--- src/hlt_consts.svh ---
// Register offsets, field positions, reset values and codes of the limit timer.
// Assumes a 32-bit APB with byte addresses; included by bare name.
`ifndef HLT_CONSTS_SVH
`define HLT_CONSTS_SVH
`define HLT_AW 8
`define HLT_OFS_CLKSEL 8'h00
`define HLT_OFS_CTRL 8'h04
`define HLT_OFS_LIMIT 8'h08
`define HLT_OFS_RSTSEL 8'h0C
`define HLT_OFS_COUNT 8'h10
`define HLT_OFS_PERIOD 8'h14
`define HLT_OFS_IRQ_STAT 8'h18
`define HLT_OFS_IRQ_MASK 8'h1C
`define HLT_RST_REG 8'h00
`define HLT_RST_PERIOD 8'hFF
`define HLT_CTRL_ON 7
`define HLT_LIM_PRESCALER_SYNC_EN 7
`define HLT_LIM_CLOCK_EDGE_POLARITY 6
`define HLT_LIM_ENABLE_SYNC_TO_TIMER_CLOCK 5
`define HLT_SEL_MASK 8'h0F
`define HLT_IRQ_MASK 8'h03
`define HLT_IRQ_MATCH 0
`define HLT_IRQ_START 1
`define HLT_MODE_MONO_RISE 5'h11
`define HLT_MODE_MONO_FALL 5'h12
`define HLT_MODE_MONO_ANY 5'h13
`define HLT_MODE_LVL_LOW 5'h16
`define HLT_MODE_LVL_HIGH 5'h17
`define HLT_CS_HFOSC 4'h3
`define HLT_CS_LFOSC 4'h4
`define HLT_CS_MFOSC_FAST 4'h5
`define HLT_CS_MFOSC_SLOW 4'h6
`define HLT_ENSYNC_TICKS 2
`endif

--- src/hlt_pkg.sv ---
// Types of the limit timer: state machine and the packed state record.
// Assumes hlt_consts.svh for all numeric values.
package hlt_pkg;
  typedef enum logic [3:0] {
    HLT_ST_IDLE = 4'h1,
    HLT_ST_WAIT = 4'h2,
    HLT_ST_RUN = 4'h4,
    HLT_ST_HALT = 4'h8
  } hlt_state_t;
  typedef struct packed {
    logic [7:0] clksel;
    logic [7:0] ctrl;
    logic [7:0] limit;
    logic [7:0] rstsel;
    logic [7:0] count;
    logic [7:0] period;
    logic [1:0] irq_stat;
    logic [1:0] irq_mask;
    logic [15:0] clk_s1;
    logic [15:0] clk_s2;
    logic [15:0] ers_s1;
    logic [15:0] ers_s2;
    logic clk_prev;
    logic ers_prev;
    logic [6:0] presc;
    logic [3:0] post;
    logic [1:0] ensync;
    hlt_state_t state;
    logic tb_match;
    logic post_match;
    logic pwm_start;
    logic irq;
    logic [2:0] osc_keep;
    logic [31:0] prdata;
    logic pready;
    logic pslverr;
  } hlt_regs_t;
endpackage

--- src/hlt_timer.sv ---
// 8-bit hardware limit timer with prescaler, postscaler and APB registers.
// Assumes pclk is the instruction clock; clock and reset sources arrive
// asynchronously as 16-bit vectors and sleep_in is on the pclk domain.
// Operation
// RULE_01 - Monostable modes start on chosen external edge, stop at period match.
// RULE_02 - Monostable PWM drive starts only on starting edge, never on match.
// RULE_03 - Level one-shot holds count reset at reset level; counts otherwise.
// RULE_04 - Level one-shot match resets count, clears enable; stays reset meanwhile.
// RULE_05 - Level one-shot PWM starts on whichever of edge or enable starts count.
// RULE_06 - With prescaler sync set, timer halts in sleep, registers kept.
// RULE_07 - Without prescaler sync, runs in sleep; selected oscillator kept running.
// RULE_08 - Four-bit field selects timer clock source.
// RULE_09 - Clearing enable stops timer and resets counters and state machines.
// RULE_10 - Three-bit prescale divides input clock by powers of two.
// RULE_11 - Four-bit postscale divides match output by value plus one.
// RULE_12 - Prescaler sync keeps count reads valid on instruction clock.
// RULE_13 - Polarity bit picks falling or rising clock edge; keep fixed while on.
// RULE_14 - Enable sync delays operation two timer input clocks.
// RULE_15 - Default modes run while enabled; stopping keeps the count.
// RULE_16 - Count equal to period clears to zero on next timer clock.
// RULE_17 - Four-bit field selects external reset source.
// RULE_18 - Five-bit mode field sits in bits 4-0 of limit control.
// RULE_19 - Eight-bit count and period compared each prescaled clock.
//
// Chosen here: the address map and the APB interface to the registers.
`include "hlt_consts.svh"
`timescale 1ns/1ps
`default_nettype none
module hlt_timer (
  input wire logic pclk,
  input wire logic presetn,
  input wire logic psel,
  input wire logic penable,
  input wire logic pwrite,
  input wire logic [7:0] paddr,
  input wire logic [31:0] pwdata,
  output logic [31:0] prdata,
  output logic pready,
  output logic pslverr,
  input wire logic [15:0] clk_src_in,
  input wire logic [15:0] ext_reset_src_in,
  input wire logic sleep_in,
  output logic [7:0] count_o,
  output logic tb_match_o,
  output logic post_match_o,
  output logic pwm_start_o,
  output logic [2:0] osc_keep_o,
  output logic irq_o
);

  hlt_pkg::hlt_regs_t s_r;
  hlt_pkg::hlt_regs_t s_nxt;

  // All-ones mask of the prescaler bits that must be set for one output tick.
  function automatic logic [6:0] presc_mask(input logic [2:0] sel);
    logic [7:0] one_hot;
    one_hot = 8'h01 << sel;
    presc_mask = 7'(one_hot - 8'h01);
  endfunction

  function automatic logic is_mono(input logic [4:0] m);
    is_mono = (m == `HLT_MODE_MONO_RISE) || (m == `HLT_MODE_MONO_FALL) ||
              (m == `HLT_MODE_MONO_ANY);
  endfunction

  function automatic logic is_level(input logic [4:0] m);
    is_level = (m == `HLT_MODE_LVL_LOW) || (m == `HLT_MODE_LVL_HIGH);
  endfunction

  function automatic logic [31:0] zext(input logic [7:0] v);
    zext = {24'h000000, v};
  endfunction

  logic wr_en;
  logic rd_en;
  logic on_bit;
  logic prescaler_sync_en;
  logic clock_edge_polarity;
  logic enable_sync_to_timer_clock;
  logic [4:0] mode;
  logic clk_lvl;
  logic clk_edge;
  logic run_ok;
  logic tick;
  logic ptick;
  logic on_eff;
  logic ers_lvl;
  logic ers_rise;
  logic ers_fall;
  logic start_edge;
  logic rst_level;
  logic at_period;
  logic match;
  logic hw_clear_on;
  logic start_evt;
  logic [31:0] rd_val;
  logic [7:0] wbyte;
  logic [1:0] irq_set;
  logic keep_osc;

  always_comb begin
    s_nxt = s_r;
    wr_en = psel & penable & pwrite & s_r.pready;
    rd_en = psel & penable & ~pwrite & ~s_r.pready;
    wbyte = pwdata[7:0];
    on_bit = s_r.ctrl[`HLT_CTRL_ON];
    prescaler_sync_en = s_r.limit[`HLT_LIM_PRESCALER_SYNC_EN];
    clock_edge_polarity = s_r.limit[`HLT_LIM_CLOCK_EDGE_POLARITY];
    enable_sync_to_timer_clock = s_r.limit[`HLT_LIM_ENABLE_SYNC_TO_TIMER_CLOCK];
    mode = s_r.limit[4:0]; // see RULE_18
    hw_clear_on = 1'b0;
    start_evt = 1'b0;
    match = 1'b0;

    // Both source vectors pass two flip-flops before the selectors.
    s_nxt.clk_s1 = clk_src_in;
    s_nxt.clk_s2 = s_r.clk_s1;
    s_nxt.ers_s1 = ext_reset_src_in;
    s_nxt.ers_s2 = s_r.ers_s1;

    // Clock source mux; reserved codes select an input left unconnected.
    clk_lvl = s_r.clk_s2[s_r.clksel[3:0]]; // see RULE_08
    ers_lvl = s_r.ers_s2[s_r.rstsel[3:0]]; // see RULE_17
    s_nxt.clk_prev = clk_lvl;
    s_nxt.ers_prev = ers_lvl;

    // The active input edge is picked by the polarity bit.
    clk_edge = clock_edge_polarity ? (s_r.clk_prev & ~clk_lvl) : (~s_r.clk_prev & clk_lvl); // see RULE_13
    // With prescaler sync set the timer freezes in sleep.
    run_ok = ~(sleep_in & prescaler_sync_en); // see RULE_06 see RULE_07
    tick = clk_edge & run_ok;

    ers_rise = ~s_r.ers_prev & ers_lvl;
    ers_fall = s_r.ers_prev & ~ers_lvl;
    case (mode)
      `HLT_MODE_MONO_RISE: start_edge = ers_rise;
      `HLT_MODE_MONO_FALL: start_edge = ers_fall;
      `HLT_MODE_MONO_ANY: start_edge = ers_rise | ers_fall; // see RULE_01
      default: start_edge = 1'b0;
    endcase
    rst_level = (mode == `HLT_MODE_LVL_LOW) ? ~ers_lvl : ers_lvl;

    // The enable passes two timer input clocks when enable sync is set.
    if (tick) begin
      s_nxt.ensync = {s_r.ensync[0], on_bit}; // see RULE_14
    end
    on_eff = on_bit & (~enable_sync_to_timer_clock | s_r.ensync[`HLT_ENSYNC_TICKS - 1]);

    // Prescaler counts timer input edges; its output is on the pclk domain.
    ptick = 1'b0;
    if (tick & on_eff) begin
      if ((s_r.presc & presc_mask(s_r.ctrl[6:4])) == presc_mask(s_r.ctrl[6:4])) begin
        ptick = 1'b1; // see RULE_10 see RULE_12
        s_nxt.presc = 7'h00;
      end else begin
        s_nxt.presc = 7'(s_r.presc + 7'h01);
      end
    end
    at_period = (s_r.count == s_r.period); // see RULE_19

    case (s_r.state)
      hlt_pkg::HLT_ST_IDLE: begin
        if (on_eff) begin
          s_nxt.state = (is_mono(mode) | is_level(mode)) ? hlt_pkg::HLT_ST_WAIT
                                                         : hlt_pkg::HLT_ST_RUN;
        end
      end
      hlt_pkg::HLT_ST_WAIT: begin
        if (is_mono(mode) && start_edge) begin
          s_nxt.state = hlt_pkg::HLT_ST_RUN;
          start_evt = 1'b1; // see RULE_02
        end else if (is_level(mode) && !rst_level) begin
          s_nxt.state = hlt_pkg::HLT_ST_RUN;
          start_evt = 1'b1; // see RULE_05
        end
      end
      hlt_pkg::HLT_ST_RUN: begin
        // Edges while running are ignored in monostable modes.
        if (ptick) begin
          if (at_period) begin
            s_nxt.count = 8'h00; // see RULE_16
            match = 1'b1;
            if (is_mono(mode)) begin
              s_nxt.state = hlt_pkg::HLT_ST_HALT; // see RULE_01
            end else if (is_level(mode)) begin
              hw_clear_on = 1'b1; // see RULE_04
              s_nxt.state = hlt_pkg::HLT_ST_IDLE;
            end
          end else begin
            s_nxt.count = 8'(s_r.count + 8'h01); // see RULE_15
          end
        end
      end
      hlt_pkg::HLT_ST_HALT: begin
        // A monostable stays stopped until re-armed by the next edge.
        if (start_edge) begin
          s_nxt.state = hlt_pkg::HLT_ST_RUN;
          start_evt = 1'b1; // see RULE_02
        end
      end
      default: s_nxt.state = hlt_pkg::HLT_ST_IDLE;
    endcase

    // Level modes hold the count in reset on the reset level or while off.
    if (is_level(mode) && (rst_level || !on_eff)) begin
      s_nxt.count = 8'h00; // see RULE_03 see RULE_04
      if (on_eff) begin
        s_nxt.state = hlt_pkg::HLT_ST_WAIT;
      end
    end

    // Switching off resets prescaler, postscaler and state; outside the level modes the count stays.
    if (!on_eff) begin
      s_nxt.presc = 7'h00; // see RULE_09 see RULE_15
      s_nxt.post = 4'h0;
      s_nxt.state = hlt_pkg::HLT_ST_IDLE;
      start_evt = 1'b0;
    end

    // Postscaler divides matches by the field value plus one.
    s_nxt.post_match = 1'b0;
    if (match) begin
      if (s_r.post == s_r.ctrl[3:0]) begin
        s_nxt.post = 4'h0; // see RULE_11
        s_nxt.post_match = 1'b1;
      end else begin
        s_nxt.post = 4'(s_r.post + 4'h1);
      end
    end
    s_nxt.tb_match = match;
    s_nxt.pwm_start = start_evt;

    // Sleep without prescaler sync keeps a selected internal oscillator alive.
    keep_osc = sleep_in & ~prescaler_sync_en & on_bit; // see RULE_07
    s_nxt.osc_keep[0] = keep_osc & (s_r.clksel[3:0] == `HLT_CS_LFOSC);
    s_nxt.osc_keep[1] = keep_osc & ((s_r.clksel[3:0] == `HLT_CS_MFOSC_FAST) |
                                    (s_r.clksel[3:0] == `HLT_CS_MFOSC_SLOW));
    s_nxt.osc_keep[2] = keep_osc & (s_r.clksel[3:0] == `HLT_CS_HFOSC);

    // Hardware clear of the enable; a software write in the same cycle wins.
    if (hw_clear_on) begin
      s_nxt.ctrl[`HLT_CTRL_ON] = 1'b0; // see RULE_09
    end

    irq_set = 2'b00;
    irq_set[`HLT_IRQ_MATCH] = s_nxt.post_match;
    irq_set[`HLT_IRQ_START] = start_evt;

    // Register writes land on the edge that ends the pready cycle, one edge after pready rises.
    if (wr_en) begin
      case (paddr)
        `HLT_OFS_CLKSEL: s_nxt.clksel = wbyte & `HLT_SEL_MASK;
        `HLT_OFS_CTRL: s_nxt.ctrl = wbyte;
        `HLT_OFS_LIMIT: s_nxt.limit = wbyte;
        `HLT_OFS_RSTSEL: s_nxt.rstsel = wbyte & `HLT_SEL_MASK;
        `HLT_OFS_COUNT: s_nxt.count = wbyte;
        `HLT_OFS_PERIOD: s_nxt.period = wbyte;
        `HLT_OFS_IRQ_STAT: s_nxt.irq_stat = s_r.irq_stat & ~wbyte[1:0];
        `HLT_OFS_IRQ_MASK: s_nxt.irq_mask = wbyte[1:0];
        default: s_nxt.irq_mask = s_r.irq_mask;
      endcase
    end
    // Event set wins over a write-one clear in the same cycle.
    s_nxt.irq_stat = s_nxt.irq_stat | irq_set;
    s_nxt.irq = |(s_nxt.irq_stat & s_nxt.irq_mask);

    case (paddr)
      `HLT_OFS_CLKSEL: rd_val = zext(s_r.clksel);
      `HLT_OFS_CTRL: rd_val = zext(s_r.ctrl);
      `HLT_OFS_LIMIT: rd_val = zext(s_r.limit);
      `HLT_OFS_RSTSEL: rd_val = zext(s_r.rstsel);
      `HLT_OFS_COUNT: rd_val = zext(s_r.count);
      `HLT_OFS_PERIOD: rd_val = zext(s_r.period);
      `HLT_OFS_IRQ_STAT: rd_val = zext({6'h00, s_r.irq_stat});
      `HLT_OFS_IRQ_MASK: rd_val = zext({6'h00, s_r.irq_mask});
      default: rd_val = 32'h00000000;
    endcase

    // One wait state: pready rises on the second access cycle.
    s_nxt.pready = rd_en | (psel & penable & pwrite & ~s_r.pready);
    s_nxt.pslverr = 1'b0;
    if (psel & penable & ~s_r.pready) begin
      s_nxt.pslverr = (paddr[1:0] != 2'b00) || (paddr > `HLT_OFS_IRQ_MASK);
    end
    if (rd_en) begin
      s_nxt.prdata = rd_val;
    end
  end

  always_ff @(posedge pclk or negedge presetn) begin
    if (!presetn) begin
      s_r.clksel <= `HLT_RST_REG;
      s_r.ctrl <= `HLT_RST_REG;
      s_r.limit <= `HLT_RST_REG;
      s_r.rstsel <= `HLT_RST_REG;
      s_r.count <= `HLT_RST_REG;
      s_r.period <= `HLT_RST_PERIOD;
      s_r.irq_stat <= 2'b00;
      s_r.irq_mask <= 2'b00;
      s_r.clk_s1 <= 16'h0000;
      s_r.clk_s2 <= 16'h0000;
      s_r.ers_s1 <= 16'h0000;
      s_r.ers_s2 <= 16'h0000;
      s_r.clk_prev <= 1'b0;
      s_r.ers_prev <= 1'b0;
      s_r.presc <= 7'h00;
      s_r.post <= 4'h0;
      s_r.ensync <= 2'b00;
      s_r.state <= hlt_pkg::HLT_ST_IDLE;
      s_r.tb_match <= 1'b0;
      s_r.post_match <= 1'b0;
      s_r.pwm_start <= 1'b0;
      s_r.irq <= 1'b0;
      s_r.osc_keep <= 3'b000;
      s_r.prdata <= 32'h00000000;
      s_r.pready <= 1'b0;
      s_r.pslverr <= 1'b0;
    end else begin
      s_r <= s_nxt;
    end
  end

  assign prdata = s_r.prdata;
  assign pready = s_r.pready;
  assign pslverr = s_r.pslverr;
  assign count_o = s_r.count;
  assign tb_match_o = s_r.tb_match;
  assign post_match_o = s_r.post_match;
  assign pwm_start_o = s_r.pwm_start;
  assign osc_keep_o = s_r.osc_keep;
  assign irq_o = s_r.irq;

endmodule
`default_nettype wire

--- config.mk ---
export PLATFORM = sky130hd
export DESIGN_NAME = hlt_timer
export DESIGN_NICKNAME = d
export VERILOG_FILES = /design/src/hlt_pkg.sv /design/src/hlt_timer.sv
export VERILOG_INCLUDE_DIRS = /design/src
export SDC_FILE = /design/constraint.sdc
export NUM_CORES = 1
export LEC_CHECK = 0
export BUFFER_PORTS_ARGS = -buffer_cell sky130_fd_sc_hd__clkbuf_2
export CAP_MARGIN = 10
export CORE_UTILIZATION = 40
export CTS_CLUSTER_DIAMETER = 100
export DETAILED_ROUTE_END_ITERATION = 6
export PLACE_DENSITY = 0.66
export SYNTH_ARGS = -nofsm -noshare
export SYNTH_HDL_FRONTEND = slang
export SYNTH_SLANG_ARGS = --single-unit
--- constraint.sdc ---
create_clock -name pclk -period 6.6 [get_ports pclk]
set_clock_uncertainty 0.1 [all_clocks]
set_input_delay 1.32 -clock pclk [delete_from_list [all_inputs] [get_ports pclk]]
set_output_delay 1.32 -clock pclk [all_outputs]
set_load 0.03 [all_outputs]
==> results.cfg <==
[setup_path]
end_kind = register
crit_type = register to register
arrival_ps = 4090
worst-path-buf-inv = 2
cp_cell_sequence = mux2i_1 > mux4_2 > mux2i_2 > inv_1 > ha_1 > o211ai_1 > a2111oi_0 > buf_4 > nor4_1 > o221ai_1 > o32ai_1 > mux2_1
crit_required_ps = 6800
startpoint_type = register
cp_slowest_cell = dfrtp_1
worst_path_largest_cell_delay_ps = 640
crit_fanout = 10
timing.critical_path.max_delay_family = multiplexers

[place]
port_buffers = 78
dpl.cell_count = 817
dpl_cell_area_sq_um = 6940
gp_congestion = 0.892
dp_hpwl_mm = 9.84

[die]
fp.dieW_um = 130
core.rowCount = 46
initial_utilization_pct = 41.2
core-area_sq_um = 15900
fp.dieH_um = 130
die_area_sq_um = 16900
io_pins = 127

[detailed_routing]
post-route-drc-count = 0
wire_per_inst_um = 16.0
via_count = 4461
postRouteAntennaNets = 0
wl_mm = 13.6
drt-vias-per-instance = 5.25
drt-pass1-iter-count = 5
drt_iter0_markers = 342

[cells_and_area]
design_area_sq_um = 7530
antenna_cells = 0
final_nets = 703
drive_gt1_share_pct = 27.3
fill_cells = 1449
areaGrowthSynthToFinish_pct = 14.6
final_cell_mix = dfrtp_1, clkbuf_2, mux2_2, nor2_1, mux2i_1
layout_commonest_cell = dfrtp_1
fin_cells = 849

[sta]
fin_crit_sh_pct = 58.9
maxSlewViolCount = 0
fmax_mhz = 257
tns_ps = 0
timing.final.hold_violations = 0
rsz0062_at_grt = no
timing.final.crit_period_ps = 3890
tightest_slew_ps = 1090
max_slew_margin_pct = 26.7
finalSetupViolCount = 0

[cts]
ctsResizeCount = 0
path_clk_slew_ps = 60
clkSinkCount = 144
hold_buffers = 0
cts_htree_levels = 4
post_cts_buffers = 0
clockRootBuffer = clkbuf_16
cts-buffers-inserted = 17
cts_buffer_depth = 2
cts_tree = done
clock_latency_ps = 420

[grt]
gr-total-overflow = 0
grt_util_all_layers_pct = 17.5
grt_pass1_wl_mm = 22.0
grt_pass1_vias = 4238
antenna_found_initial = 0
grt_max_degree = 88

[synthesis]
yosysUniqueCellTypes = 59
ys_ff_latch = 144
seq_area_frac_synth_pct = 55.0
synth_top_flop_cell = dfrtp_1
ys_async_sr_fraction_pct = 100
synth_warnings = 0
synthCells = 559
avgSynthCellArea_sq_um = 11.8
netlist_area_sq_um = 6570
synth_edf_count = 0

[power]
leakage_nw = 3.49
vdd_drop_max_uv = 270
pwr_density_cell_nw_per_um2 = 265

[outcome]
status = finished, final reports clean

[worst_hold_path]
min_path_type = register to register

[flow_run]
maxCapViolCount = 0
through the flow:
stage	hold WS (ps)	worst slack (ps)	power, mW	utilization [%]
3_5_place_dp	235	2400	1.07	43.5
3_3_place_gp	234	2440	1.06	43.5
2_1_floorplan	231	3100	1.03	-
5_1_grt	252	2520	2.08	47.2
6_report	247	2710	2.00	47.2
4_1_cts	249	2680	2.02	47.2
registers in the layout, indices dropped and copies added (netlist names), 3 cells and up:
register,count
count_o,8
mode,5
osc_keep_o,3
prdata,8
s_nxt,32
s_r,78
synthesized netlist by cell type, types with 12 or more instances:
cell type | count | area, sq um
clkbuf_1 | 15 | 56.3
dfrtp_1 | 135 | 3380
a21oi_1 | 14 | 70.1
nand3_1 | 14 | 70.1
a22oi_1 | 12 | 90.1
inv_1 | 20 | 75.1
buf_4 | 44 | 330
nor2_1 | 33 | 124
o21ai_0 | 17 | 85.1
nand2_1 | 26 | 97.6
mux2i_1 | 27 | 270
mux2_2 | 34 | 383
nor3_1 | 12 | 60.1
cells by family (layout without fill, tap and decap cells):
logic type,Yosys count,in the layout,synth area share (%)
AND/OR/NAND/NOR,136,136,10.9
adder cells (fa/ha/maj),5,5,0.952
XOR/XNOR,17,17,2.27
multiplexers,70,70,12.5
AO/OA/AOI/OAI,104,104,10.9
other,1,24,0.0571
buffers and inverters,82,133,7.42
flip-flops,144,144,55.0
layer usage:
metal,share of wire [%],GRT usage [%],wire [um],up-vias
met1,45,23.6,6130,2197
met5,0,0,0,-
met3,8.6,6.19,1170,21
met4,2.0,6.29,275,0
li1,-,-,-,2052
met2,44,26.2,6030,191
final timing paths:
check,slack (ps),depth (start not counted),start,to
worst max-delay path,2710,12,s_r[146],s_r[44]
worst min-delay path,250,0,s_nxt[60],s_r[60]
worst max register to register,2710,12,s_r[146],s_r[44]
worst min register to register,250,0,s_nxt[60],s_r[60]
max in group asynchronous,4190,2,presetn,s_nxt[73]
min in group asynchronous,750,1,presetn,s_nxt[66]
power by group:
group / total (mW) / switching (mW) / internal (mW) / leakage, nW
logic: 0.122 / 0.0880 / 0.0342 / 1.40
clock network: 0.948 / 0.408 / 0.540 / 0.290
registers: 0.926 / 0.0123 / 0.913 / 1.80
area by class of cell:
type                       instances  area [sq um]  share of cell area, %
sequential                       144          3610                   48.0
multi-input combinational        356          2560                   33.9
clock buffer                      17           425                   5.65
timing repair buffer              81           419                   5.56
tap                              216           270                   3.59
clock inverter                    15           171                   2.28
inverter                          20          75.1                  0.997
worst reg2reg max path, stage by stage, from the launching register on:
cell       delay (ps)
dfrtp_1           640
mux2i_1           150
mux4_2            510
mux2i_2           290
inv_1              80
ha_1              190
o211ai_1          150
a2111oi_0         130
buf_4             170
nor4_1            250
o221ai_1          160
o32ai_1           580
mux2_1            380
(Power assumes the default switching activity.)
